## src/rtl/tcd_pkg.sv

```systemverilog
// package: command codes, field positions and reset values of the timer command decoder
package tcd_pkg;
   localparam int TCD_NCNT = 5;
   localparam int TCD_CMD_W = 8;
   // opcode field (top three bits)
   localparam int TCD_OP_MSB = 7;
   localparam int TCD_OP_LSB = 5;
   localparam logic [2:0] TCD_OP_PTR = 3'h0;
   localparam logic [2:0] TCD_OP_ARM = 3'h1;
   localparam logic [2:0] TCD_OP_LOAD = 3'h2;
   localparam logic [2:0] TCD_OP_LDARM = 3'h3;
   localparam logic [2:0] TCD_OP_DISSAVE = 3'h4;
   localparam logic [2:0] TCD_OP_SAVE = 3'h5;
   localparam logic [2:0] TCD_OP_DISARM = 3'h6;
   localparam logic [2:0] TCD_OP_MISC = 3'h7;
   // five-bit prefixes for single counter commands and the special F8-FF group
   localparam logic [4:0] TCD_PFX_TOG_CLR = 5'h1C;
   localparam logic [4:0] TCD_PFX_TOG_SET = 5'h1D;
   localparam logic [4:0] TCD_PFX_STEP = 5'h1E;
   localparam logic [4:0] TCD_PFX_SPECIAL = 5'h1F;
   // fixed codes
   localparam logic [7:0] TCD_C_SEQ_DIS = 8'hE8;
   localparam logic [7:0] TCD_C_SEQ_EN = 8'hE0;
   localparam logic [7:0] TCD_C_FREQUENCY_OUTPUT_OFF = 8'hEE;
   localparam logic [7:0] TCD_C_FREQUENCY_OUTPUT_ON = 8'hE6;
   localparam logic [7:0] TCD_C_BUS16 = 8'hEF;
   localparam logic [7:0] TCD_C_BUS8 = 8'hE7;
   localparam logic [7:0] TCD_C_PF_EN = 8'hF8;
   localparam logic [7:0] TCD_C_PF_DIS = 8'hF9;
   localparam logic [7:0] TCD_C_MRESET = 8'hFF;
   // select mask / index / pointer fields
   localparam int TCD_SEL_W = 5;
   localparam int TCD_IDX_W = 3;
   localparam int TCD_ELEM_MSB = 4;
   localparam int TCD_ELEM_LSB = 3;
   localparam int TCD_GRP_MSB = 2;
   localparam logic [2:0] TCD_GRP_BAD0 = 3'h0;
   localparam logic [2:0] TCD_GRP_BAD6 = 3'h6;
   localparam logic [2:0] TCD_IDX_MIN = 3'h1;
   localparam logic [2:0] TCD_IDX_MAX = 3'h5;
   // reset values
   localparam logic [4:0] TCD_RST_ARMED = 5'h00;
   localparam logic [4:0] TCD_RST_TOGGLE = 5'h00;
   localparam logic [4:0] TCD_RST_ALT = 5'h00;
   localparam logic [1:0] TCD_RST_ELEM = 2'h0;
   localparam logic [2:0] TCD_RST_GRP = 3'h1;
   localparam logic TCD_RST_PREFETCH = 1'b0;
   localparam logic TCD_RST_MODEBIT = 1'b0;
   // reload source encodings
   localparam logic TCD_SRC_LOAD = 1'b0;
   localparam logic TCD_SRC_HOLD = 1'b1;
   // host-side register offsets
   localparam logic [7:0] TCD_REG_CMD = 8'h00;
   localparam logic [7:0] TCD_REG_STAT = 8'h04;
endpackage : tcd_pkg

```

## src/rtl/tcd_if.sv

```systemverilog
// interface: control-port byte strobe between the host and the command decoder
`timescale 1ns/1ps
interface tcd_if;
   logic cmd_write;
   logic [7:0] cmd_data;
   modport host (output cmd_write, output cmd_data);
   modport device (input cmd_write, input cmd_data);
endinterface : tcd_if

```

## src/rtl/tcd_decoder.sv

```systemverilog
// module: device end, captures the command byte and drives per-counter actions
// Overview of operation
// - host writes one byte; device latches it
// - low five bits select counters, bit0 counter1
// - toggle/step commands carry index 1 to 5
// - top bits zero load element and group pointer
// - top bits pick arm, load, save, disarm ops
// - prefixes set/clear toggle or step one counter
// - fixed codes set or clear single mode bits
// - F8/F9 prefetch on/off, FF master reset
// - host never writes the unused codes
// - arm touches only selected counters
// - counting needs armed, then gating qualifies it
// - disarm at terminal count waits until leaving
// - arm resets alternating selector to hold first
// - load copies chosen source, sources unchanged
// - load one before terminal count enters it
// - load at terminal count ends it, keeps selector
// - disarmed load at terminal count uses load register unless gate-selected
// - gate-selected modes: gate level picks load source
// - load-made terminal count flips the selector, except by load-and-arm
// - reload during terminal count never flips selector
// - host avoids load-and-arm when asynchronous
// - step counts one either way, even disarmed
// - save copies live count into hold register
`timescale 1ns/1ps
module tcd_decoder
   import tcd_pkg::*;
(
   input wire logic CLK,
   input wire logic RST,
   tcd_if.device BUS,
   input wire logic [4:0] TC_STATE,
   input wire logic [4:0] AT_PRE_TC,
   input wire logic [4:0] SRC_EDGE,
   input wire logic [4:0] GATE_LEVEL,
   input wire logic [4:0] MODE_ALT,
   input wire logic [4:0] MODE_GATESEL,
   output logic [7:0] COMMAND_ENTRY,
   output logic [4:0] ARMED,
   output logic [4:0] COUNT_ENABLE,
   output logic [4:0] LOAD_PULSE,
   output logic [4:0] LOAD_SRC,
   output logic [4:0] SAVE_PULSE,
   output logic [4:0] STEP_PULSE,
   output logic [4:0] TOGGLE,
   output logic [4:0] ALT_SEL,
   output logic [1:0] ELEMENT,
   output logic [2:0] GROUP,
   output logic BYTE_PTR_SET,
   output logic POINTER_SEQUENCING_DISABLE,
   output logic FREQ_OUT_GATE_OFF,
   output logic WIDE_BUS_SELECT,
   output logic PREFETCH_EN,
   output logic MASTER_RESET
);
   typedef struct packed {
      logic [7:0] cmd;
      logic [4:0] armed;
      logic [4:0] pend_dis;
      logic [4:0] cnt_en;
      logic [4:0] load;
      logic [4:0] lsrc;
      logic [4:0] save;
      logic [4:0] step;
      logic [4:0] tog;
      logic [4:0] alt;
      logic [1:0] elem;
      logic [2:0] grp;
      logic bptr;
      logic seq_dis;
      logic frequency_output_off;
      logic bus16;
      logic pf;
      logic mrst;
   } tcd_state_t;

   tcd_state_t r;
   tcd_state_t next_r;
   logic [4:0] idx_hot;
   logic idx_ok;
   logic [4:0] sel;
   logic [2:0] op;
   logic [4:0] pfx;
   logic wr;

   assign wr = BUS.cmd_write;
   assign sel = BUS.cmd_data[TCD_SEL_W-1:0];
   assign op = BUS.cmd_data[TCD_OP_MSB:TCD_OP_LSB];
   assign pfx = BUS.cmd_data[7:3];

   // index decode for single-counter commands
   tcd_index_decode u_idx (
      .idx(BUS.cmd_data[TCD_IDX_W-1:0]),
      .onehot(idx_hot),
      .valid(idx_ok)
   );

   // command decode; one struct copy holds every next value
   always_comb begin
      logic [4:0] ld;
      logic [4:0] leave_tc;
      next_r = r;
      ld = 5'h00;
      leave_tc = 5'h00;
      next_r.load = 5'h00;
      next_r.save = 5'h00;
      next_r.step = 5'h00;
      next_r.bptr = 1'b0;
      next_r.mrst = 1'b0;
      if (wr) begin
         next_r.cmd = BUS.cmd_data;
         unique case (op)
            TCD_OP_PTR: begin
               // reserved groups ignored so pointer stays defined
               if (BUS.cmd_data[TCD_GRP_MSB:0] != TCD_GRP_BAD0 &&
                   BUS.cmd_data[TCD_GRP_MSB:0] != TCD_GRP_BAD6) begin
                  next_r.elem = BUS.cmd_data[TCD_ELEM_MSB:TCD_ELEM_LSB];
                  next_r.grp = BUS.cmd_data[TCD_GRP_MSB:0];
                  next_r.bptr = 1'b1;
               end
            end
            TCD_OP_ARM: begin
               next_r.armed = r.armed | sel;
               next_r.pend_dis = r.pend_dis & ~sel;
               next_r.alt = r.alt & ~sel;
            end
            TCD_OP_LOAD: ld = sel;
            TCD_OP_LDARM: begin
               ld = sel;
               next_r.armed = r.armed | sel;
               next_r.pend_dis = r.pend_dis & ~sel; // arm part cancels a held disarm
               next_r.alt = r.alt & ~sel;
            end
            TCD_OP_DISSAVE, TCD_OP_DISARM: begin
               // counters in terminal count leave it before disarm lands
               next_r.armed = r.armed & ~(sel & ~TC_STATE);
               next_r.pend_dis = r.pend_dis | (sel & TC_STATE);
               if (op == TCD_OP_DISSAVE) begin
                  next_r.save = sel;
               end
            end
            TCD_OP_SAVE: next_r.save = sel;
            TCD_OP_MISC: begin
               if (pfx == TCD_PFX_TOG_SET && idx_ok) begin
                  next_r.tog = r.tog | idx_hot;
               end else if (pfx == TCD_PFX_TOG_CLR && idx_ok) begin
                  next_r.tog = r.tog & ~idx_hot;
               end else if (pfx == TCD_PFX_STEP && idx_ok) begin
                  next_r.step = idx_hot;
               end
               // fixed codes override the index reading of E6/E7/EE/EF
               unique case (BUS.cmd_data)
                  TCD_C_SEQ_DIS: next_r.seq_dis = 1'b1;
                  TCD_C_SEQ_EN: next_r.seq_dis = 1'b0;
                  TCD_C_FREQUENCY_OUTPUT_OFF: begin
                     next_r.frequency_output_off = 1'b1;
                     next_r.tog = r.tog;
                  end
                  TCD_C_FREQUENCY_OUTPUT_ON: begin
                     next_r.frequency_output_off = 1'b0;
                     next_r.tog = r.tog;
                  end
                  TCD_C_BUS16: begin
                     next_r.bus16 = 1'b1;
                     next_r.tog = r.tog;
                  end
                  TCD_C_BUS8: begin
                     next_r.bus16 = 1'b0;
                     next_r.tog = r.tog;
                  end
                  TCD_C_PF_EN: next_r.pf = 1'b1;
                  TCD_C_PF_DIS: next_r.pf = 1'b0;
                  TCD_C_MRESET: next_r.mrst = 1'b1;
                  default: ; // unused codes fall through unchanged
               endcase
            end
         endcase
      end
      // load source: gate level, else load register when disarmed in tc, else due source
      for (int i = 0; i < TCD_NCNT; i++) begin
         if (MODE_GATESEL[i]) begin
            next_r.lsrc[i] = GATE_LEVEL[i];
         end else if (TC_STATE[i] && !r.armed[i]) begin
            next_r.lsrc[i] = TCD_SRC_LOAD;
         end else if (MODE_ALT[i]) begin
            next_r.lsrc[i] = ~r.alt[i] ? TCD_SRC_HOLD : TCD_SRC_LOAD;
         end else begin
            next_r.lsrc[i] = TCD_SRC_LOAD;
         end
      end
      next_r.load = ld;
      // pseudo-count into terminal count flips selector; reload in tc does not
      // load-and-arm leaves the selector reset: its arm part wins over the flip
      next_r.alt = next_r.alt ^ (ld & AT_PRE_TC & ~TC_STATE & MODE_ALT &
                                 ~{5{op == TCD_OP_LDARM}});
      // any count, load or step ends terminal count and releases a held disarm
      leave_tc = TC_STATE & (SRC_EDGE | ld | next_r.step);
      // held disarm lands as tc is left; load-and-arm has already cleared it
      next_r.armed = next_r.armed & ~(next_r.pend_dis & leave_tc);
      next_r.pend_dis = next_r.pend_dis & ~leave_tc;
      next_r.cnt_en = next_r.armed;
      if (r.mrst) begin
         next_r = '0;
         next_r.grp = TCD_RST_GRP;
      end
   end

   // single register stage for all state
   always_ff @(posedge CLK or posedge RST) begin
      if (RST) begin
         r <= '0;
         r.armed <= TCD_RST_ARMED;
         r.tog <= TCD_RST_TOGGLE;
         r.alt <= TCD_RST_ALT;
         r.elem <= TCD_RST_ELEM;
         r.grp <= TCD_RST_GRP;
         r.pf <= TCD_RST_PREFETCH;
         r.seq_dis <= TCD_RST_MODEBIT;
      end else begin
         r <= next_r;
      end
   end

   assign COMMAND_ENTRY = r.cmd;
   assign ARMED = r.armed;
   assign COUNT_ENABLE = r.cnt_en;
   assign LOAD_PULSE = r.load;
   assign LOAD_SRC = r.lsrc;
   assign SAVE_PULSE = r.save;
   assign STEP_PULSE = r.step;
   assign TOGGLE = r.tog;
   assign ALT_SEL = r.alt;
   assign ELEMENT = r.elem;
   assign GROUP = r.grp;
   assign BYTE_PTR_SET = r.bptr;
   assign POINTER_SEQUENCING_DISABLE = r.seq_dis;
   assign FREQ_OUT_GATE_OFF = r.frequency_output_off;
   assign WIDE_BUS_SELECT = r.bus16;
   assign PREFETCH_EN = r.pf;
   assign MASTER_RESET = r.mrst;
endmodule : tcd_decoder

```

## src/rtl/tcd_index_decode.sv

```systemverilog
// module: turns a three-bit counter index into a one-hot counter select
`timescale 1ns/1ps
module tcd_index_decode
   import tcd_pkg::*;
(
   input wire logic [2:0] idx,
   output logic [4:0] onehot,
   output logic valid
);
   // only indices one to five name a counter; the rest select nothing
   always_comb begin
      valid = (idx >= TCD_IDX_MIN) && (idx <= TCD_IDX_MAX);
      onehot = 5'h00;
      if (valid) begin
         onehot = 5'(5'h01 << (idx - TCD_IDX_MIN));
      end
   end
endmodule : tcd_index_decode

```

## src/flat_wrapper.sv

```systemverilog
// flat-port wrapper written by rule: the top's interface ports become plain ports
module tcd_decoder_flat import tcd_pkg::*;
  (CLK, RST, TC_STATE, AT_PRE_TC, SRC_EDGE, GATE_LEVEL, MODE_ALT, MODE_GATESEL, COMMAND_ENTRY, ARMED, COUNT_ENABLE, LOAD_PULSE, LOAD_SRC, SAVE_PULSE, STEP_PULSE, TOGGLE, ALT_SEL, ELEMENT, GROUP, BYTE_PTR_SET, POINTER_SEQUENCING_DISABLE, FREQ_OUT_GATE_OFF, WIDE_BUS_SELECT, PREFETCH_EN, MASTER_RESET, BUS_cmd_write, BUS_cmd_data);
  tcd_if BUS_i ();
  input wire logic CLK;
  input wire logic RST;
  input wire logic [4:0] TC_STATE;
  input wire logic [4:0] AT_PRE_TC;
  input wire logic [4:0] SRC_EDGE;
  input wire logic [4:0] GATE_LEVEL;
  input wire logic [4:0] MODE_ALT;
  input wire logic [4:0] MODE_GATESEL;
  output logic [7:0] COMMAND_ENTRY;
  output logic [4:0] ARMED;
  output logic [4:0] COUNT_ENABLE;
  output logic [4:0] LOAD_PULSE;
  output logic [4:0] LOAD_SRC;
  output logic [4:0] SAVE_PULSE;
  output logic [4:0] STEP_PULSE;
  output logic [4:0] TOGGLE;
  output logic [4:0] ALT_SEL;
  output logic [1:0] ELEMENT;
  output logic [2:0] GROUP;
  output logic BYTE_PTR_SET;
  output logic POINTER_SEQUENCING_DISABLE;
  output logic FREQ_OUT_GATE_OFF;
  output logic WIDE_BUS_SELECT;
  output logic PREFETCH_EN;
  output logic MASTER_RESET;
  input wire logic [$bits(BUS_i.cmd_write)-1:0] BUS_cmd_write;
  input wire logic [$bits(BUS_i.cmd_data)-1:0] BUS_cmd_data;
  assign BUS_i.cmd_write = BUS_cmd_write;
  assign BUS_i.cmd_data = BUS_cmd_data;
  tcd_decoder u_core (.CLK(CLK), .RST(RST), .BUS(BUS_i), .TC_STATE(TC_STATE), .AT_PRE_TC(AT_PRE_TC), .SRC_EDGE(SRC_EDGE), .GATE_LEVEL(GATE_LEVEL), .MODE_ALT(MODE_ALT), .MODE_GATESEL(MODE_GATESEL), .COMMAND_ENTRY(COMMAND_ENTRY), .ARMED(ARMED), .COUNT_ENABLE(COUNT_ENABLE), .LOAD_PULSE(LOAD_PULSE), .LOAD_SRC(LOAD_SRC), .SAVE_PULSE(SAVE_PULSE), .STEP_PULSE(STEP_PULSE), .TOGGLE(TOGGLE), .ALT_SEL(ALT_SEL), .ELEMENT(ELEMENT), .GROUP(GROUP), .BYTE_PTR_SET(BYTE_PTR_SET), .POINTER_SEQUENCING_DISABLE(POINTER_SEQUENCING_DISABLE), .FREQ_OUT_GATE_OFF(FREQ_OUT_GATE_OFF), .WIDE_BUS_SELECT(WIDE_BUS_SELECT), .PREFETCH_EN(PREFETCH_EN), .MASTER_RESET(MASTER_RESET));
endmodule
```

## config.mk

```make
export PLATFORM = sky130hd
export DESIGN_NAME = tcd_decoder_flat
export DESIGN_NICKNAME = d
export VERILOG_FILES = /design/src/rtl/tcd_pkg.sv /design/src/rtl/tcd_if.sv /design/src/rtl/tcd_decoder.sv /design/src/rtl/tcd_index_decode.sv /design/src/flat_wrapper.sv
export SDC_FILE = /design/constraint.sdc
export NUM_CORES = 1
export LEC_CHECK = 0
export BUFFER_PORTS_ARGS = -buffer_cell sky130_fd_sc_hd__buf_2
export CELL_PAD_IN_SITES_DETAIL_PLACEMENT = 1
export CELL_PAD_IN_SITES_GLOBAL_PLACEMENT = 1
export CORE_ASPECT_RATIO = 0.8
export CORE_MARGIN = 4
export CORE_UTILIZATION = 42
export CTS_CLUSTER_DIAMETER = 120
export DETAILED_ROUTE_END_ITERATION = 12
export MAX_ROUTING_LAYER = met4
export PLACE_DENSITY = 0.92
export SYNTH_ARGS = -nofsm -noshare
export SYNTH_HDL_FRONTEND = slang
export SYNTH_SLANG_ARGS = --single-unit
```

## constraint.sdc

```tcl
create_clock -name CLK -period 2.3 [get_ports CLK]
set_input_delay 0 -clock CLK [delete_from_list [all_inputs] [get_ports CLK]]
set_output_delay 0 -clock CLK [all_outputs]
set_load 0.01 [all_outputs]
```

# --- Word-level counts from Yosys, hierarchy flattened ---
# Cells that the tools add are included.
totals:
  regBits: 64
  inputBits: 41
  output_inout_bits: 59
  elab_cells: 151
op_classes:
  add_sub_neg: 1
  order_cmp: 2
  n_eq_ne: 21
  n_shift: 1
  n_mux: 45
  bitwise: 27
  reduce_logical: 36
op_table:
  columns: ["operator", "n"]
  rows:
  - ["== test 8 bit (second input constant)", 9]
  - ["AND 5 bit", 14]
  - ["two-way mux 64 bit", 1]
  - ["two-way mux 5 bit", 12]
  - ["NOT 5 bit", 7]
  - ["two-way mux 31 bit", 1]
  - ["bitwise OR 5 bit", 5]
  - ["two-way mux 1 bit", 21]
  - ["case mux 10 bit (2 select lines)", 1]
  - ["two-way mux 18 bit", 1]
  - ["nonzero test 3 bit", 6]
  - ["== test 5 bit (second input constant)", 3]
  - ["AND reduction 3 bit", 5]
  - ["== test 3 bit (second input constant)", 4]
  - ["two-way mux 6 bit", 2]
  - ["logical AND 1 bit", 10]
  - ["two-way mux 10 bit", 1]
  - ["case mux 5 bit (2 select lines)", 1]
  - ["case mux 1 bit (2 select lines)", 4]
  - ["nonzero test 2 bit", 4]
  - ["== test 3 x 2 -> 1 bit (second input constant)", 2]
  - ["OR reduction 2 bit", 3]
  - ["zero test 1 bit", 5]
  - ["<< shifter 1 x 3 -> 5 bit (first input constant)", 1]
  - ["other kinds (10)", 10]

# --- Longest topological paths before layout ---
depth:
  word_depth: 16
  depth_mapped: 8
  depth_no_buf: 6

# --- Hierarchy ---
# A second synthesis with hierarchy kept.
hier_totals:
  cells_unflattened: 359
  hier_area_um2: 3405.8
modules_own_cells:
  columns: ["mod", "instances", "cells_per_inst", "area_each_um2", "seq_area_each_um2"]
  rows:
  - ["tcd_decoder", 1, 352, 3353.2, 1477.7]
  - ["tcd_index_decode", 1, 7, 52.6, 0.0]

# --- Least setup slack after synthesis ---
# Ideal clock, no wire load.
synth_path:
  path_type: "input to register"
  startpoint: "input BUS_cmd_data[5]"
  endpoint: "register u_core.r (netlist bit u_core.ARMED[3])"
  setup_time_ns: 0.107
  arrival_time_ns: 1.574
  t_required_ns: 2.193
  setup_slack_ns: 0.620
  cell_stages: 8
  path_buffers: 2
  cell_sequence: "buf_2 inv_2 ha_1 or3b_1 buf_6 nand3b_1 o21ai_2 a2111oi_4"
synth_between:
  elab_chain_cells: 13
  word_cells_on_any_way: 31
  cone_classes: "eq/ne (9); mux (10); bitwise (6); reduce/logical (6)"
synth_rtl:
  columns: ["item", "line_no", "text"]
  rows:
  - ["from (decl)", "flat_wrapper.sv:31", "input wire logic [$bits(BUS_i.cmd_data)-1:0] BUS_cmd_data;"]
  - ["== test 5 bit", "tcd_decoder.sv:149", "end else if (pfx == TCD_PFX_STEP && idx_ok) begin"]
  - ["logical AND 1 bit", "tcd_decoder.sv:149", null]
  - ["two-way mux 5 bit", "tcd_decoder.sv:149", null]
  - ["two-way mux 5 bit", "tcd_decoder.sv:147", "end else if (pfx == TCD_PFX_TOG_CLR && idx_ok) begin"]
  - ["two-way mux 5 bit", "tcd_decoder.sv:145", "if (pfx == TCD_PFX_TOG_SET && idx_ok) begin"]
  - ["two-way mux 10 bit", "tcd_decoder.sv:113", "unique case (op)"]
  - ["two-way mux 31 bit", "tcd_decoder.sv:111", "if (wr) begin"]
  - ["bitwise OR 5 bit", "tcd_decoder.sv:198", "leave_tc = TC_STATE & (SRC_EDGE | ld | next_r.step);"]
  - ["AND 5 bit", "tcd_decoder.sv:198", null]
  - ["AND 5 bit", "tcd_decoder.sv:200", "next_r.armed = next_r.armed & ~(next_r.pend_dis & leave_tc);"]
  - ["NOT 5 bit", "tcd_decoder.sv:200", null]
  - ["AND 5 bit (*)", "tcd_decoder.sv:200", null]
  - ["two-way mux 64 bit (*)", "tcd_decoder.sv:203", "if (r.mrst) begin"]
  - ["to (signal assigned)", "tcd_decoder.sv:221", "r <= next_r;"]
  - ["to (decl)", "tcd_decoder.sv:78", "tcd_state_t r;"]
# Every way passes the cells marked *; elsewhere a longest branch is shown, timed or not. The select of a mux whose other input is x is not followed.
# A chain may end at the register's enable or synchronous reset.

# --- Final worst setup path ---
layout_path:
  startpoint: "input BUS_cmd_data[5]"
  endpoint: "register u_core.r (netlist bit u_core.ARMED[4])"
# Same word-level chain as after synthesis.

==> results_dict.tcl <==
set metrics [dict create \
    fin_skew_ns 0.0103 \
    cts-hold-fix-buffers 12 \
    die_area_um2 9620 \
    power_density_nw_per_um2 687 \
    htree_levels 3 \
    grt_pass1_wl_um 15700 \
    grtUsageMet2_pct 35.8 \
    crit_path_end_kind "flop" \
    synth_area_leaders "dfrtp_1 43%, buf_4 12%, a21oi_1 4.0%, mux2i_1 3.2%, nor2_1 2.8%" \
    critical_path.max_fanout 9 \
    hold_class "in -> reg" \
    drc 0 \
    synth_top_area_cell "dfrtp_1" \
    min_period_over_period_pct 74.6 \
    dr.pass1.iters 4 \
    yosysSeqAreaShare_pct 43.4 \
    fin_cells 530 \
    vdd_drop_max_v 0.000301 \
    hold_violations 0 \
    netlist_area_um2 3400 \
    slew_headroom_pct 53.9 \
    initial_utilization_pct 43.0 \
    gp_congestion 0.859 \
    final_core_util_pct 49.6 \
    timing.setup.tns_ns 0 \
    coreArea_um2 7910 \
    grt_setup_unrepaired "no" \
    ys_warn_count 0 \
    avgSynthCellArea_um2 9.43 \
    grt_usage_pct 22.2 \
    vias 2864 \
    syn_inst 361 \
    whs_ns 0.0269 \
    drive_gt1_share_pct 32.3 \
    die_h_um 88.5 \
    grt_util_met1_pct 27.3 \
    dp.final_hpwl_um 6980 \
    antenna_found_initial 1 \
    cts_inserted_buffers 9 \
    setup_viol 0 \
    async_flop_share_pct 100 \
    wire_per_inst_um 18.2 \
    synth_nets 404 \
    yosysTopAreaCellShare_pct 42.6 \
    grt_max_degree 27 \
    synth_edf_count 0 \
    clock_tree.root_cell "clkbuf_8" \
    die_x_um 109 \
    insertion_delay_ns 0.35 \
    cap_violations 0 \
    nets 459 \
    tightestPinTransition_ns 0.692 \
    cts_setup_buffers 0 \
    clockBufferDepth 2 \
    io_pins 100 \
    antenna_left 0 \
    vias_per_cell 5.40 \
    nFillCells 957 \
    final_cell_mix "99 x buf_2, 58 x dfrtp_1, 27 x a21oi_1" \
    grt_util_met3_pct 5.69 \
    grt_overflow 0 \
    synth_flop_cell "dfrtp_1" \
    synth_seq_cells 59 \
    num_rows 29 \
    path_clk_slew_ns 0.07 \
    synth_cell_types 50 \
    cp.arrival_ns 1.96 \
    ff2ff_setup_slack_ns 0.70 \
    max_freq_ghz 0.583 \
    numClockSinks 59 \
    tritoncts "yes" \
    crit_type "in -> reg" \
    cp-start-kind "primary input" \
    final_common_cell "buf_2" \
    finalCriticalPeriod_ns 1.72 \
    first_iter_violations 158 \
    status "completed" \
    port_buffers 99 \
    wl_um 9640 \
    syn_to_final_growth_pct 15.3 \
    grt_busiest_layer "met2" \
    dp.cells 501 \
    setup_ws_ns 0.585 \
    slew_viol_final 0 \
    power_leakage_nw 1.92 \
    grt_pass1_vias 3101 \
    critPathRequiredTime_ns 2.54 \
    pre_cts_ws_ns 0.314 \
    cts_resized 0 \
]
[where the power goes]
part	internal [mW]	leakage, nW	switching, mW
Clock	0.636	0.109	0.429
Sequential	1.12	0.783	0.0497
Combinational	0.195	1.02	0.273
Total	1.95	1.92	0.752
[worst max-delay path: stages]
cell	delay, ns
buf_2	0.22
inv_2	0.07
ha_1	0.40
or3b_1	0.60
a21oi_2	0.21
o32ai_1	0.13
a221oi_2	0.33
[flip-flops by register name, indices dropped and copies added (netlist names)]
| signal | flops |
|---|---|
| u_core.GROUP | 3 |
| u_core.LOAD_SRC | 5 |
| u_core.MASTER_RESET | 1 |
| u_core.r | 5 |
| u_core.COMMAND_ENTRY | 8 |
| u_core.SAVE_PULSE | 5 |
| u_core.ALT_SEL | 5 |
| u_core.STEP_PULSE | 5 |
| u_core.ELEMENT | 2 |
| u_core.WIDE_BUS_SELECT | 1 |
| u_core.BYTE_PTR_SET | 1 |
| u_core.ARMED | 5 |
| u_core.POINTER_SEQUENCING_DISABLE | 1 |
| u_core.PREFETCH_EN | 1 |
| u_core.FREQ_OUT_GATE_OFF | 1 |
| u_core.LOAD_PULSE | 5 |
| u_core.TOGGLE | 5 |
[cells by family (layout without fill, tap and decap cells)]
family | after synthesis | in the layout | synth area share, %
DFF | 59 | 59 | 43.4
adders and majority gates | 2 | 2 | 0.735
AOI/OAI and AO/OA | 73 | 73 | 14.8
other | 0 | 1 | 0
buffers and inverters | 86 | 146 | 16.0
and+or+nand+nor | 130 | 130 | 21.9
muxes | 11 | 11 | 3.23
[routing by layer]
metal / vias to the layer above / share of wire [%]
li1: 1326 / -
met1: 1403 / 45
met2: 114 / 47
met3: 21 / 6.6
met4: 0 / 1.9
met5: - / 0
[Yosys cell counts (2+ instances only)]
cell type,instances
nand2_1,18
nor3_1,13
buf_4,55
o21ai_2,2
o21ai_0,13
a22o_1,4
and2_1,8
mux2i_1,11
o21ai_1,3
nor2b_1,12
nor4b_1,5
nor3b_1,5
a221oi_2,3
and3_1,5
a21oi_1,27
ha_1,2
a41oi_1,5
nand3b_1,2
a31oi_1,5
inv_2,2
buf_1,2
dfrtp_1,58
nor4_1,6
clkbuf_1,9
nand4_1,4
inv_1,11
nand2b_1,6
nand3_1,12
nor2_1,25
buf_2,6
o31a_1,2
and3b_1,2
[layout make-up]
| class | count | area, um^2 | share of cell area [%] |
|---|---|---|---|
| diodes | 1 | 2.50 | 0.0637 |
| multi-input cells | 216 | 1380 | 35.2 |
| clock buffers | 11 | 141 | 3.60 |
| repair buffers | 117 | 661 | 16.8 |
| flip-flops and latches | 59 | 1480 | 37.6 |
| inverters | 13 | 48.8 | 1.24 |
| clock inverters | 5 | 77.6 | 1.98 |
| well taps | 108 | 135 | 3.44 |
[per-stage QoR]
stage	area, um^2	total power, mW
6_report	3930	2.70
4_1_cts	3920	2.72
2_1_floorplan	3400	1.54
3_5_place_dp	3580	1.63
3_3_place_gp	3580	1.61
5_1_grt	3930	2.84
[path summary, 6_finish.rpt]
check                                            startpoint  cells after the start                       endpoint
worst max-delay path                        BUS_cmd_data[5]                      7      u_core.ARMED[4]$_DFF_PP0_
worst min-delay path                            SRC_EDGE[1]                      3         u_core.r[47]$_DFF_PP0_
worst max register to register    u_core.ARMED[4]$_DFF_PP0_                      5   u_core.LOAD_SRC[4]$_DFF_PP0_
worst min register to register  u_core.GROUP[0]$_DFFE_PP1P_                      2    u_core.GROUP[0]$_DFFE_PP1P_
max in group asynchronous                               RST                      4      u_core.ARMED[4]$_DFF_PP0_
min in group asynchronous                               RST                      3  u_core.MASTER_RESET$_DFF_PP0_
Note: power is estimated with default switching activity, not from simulation.
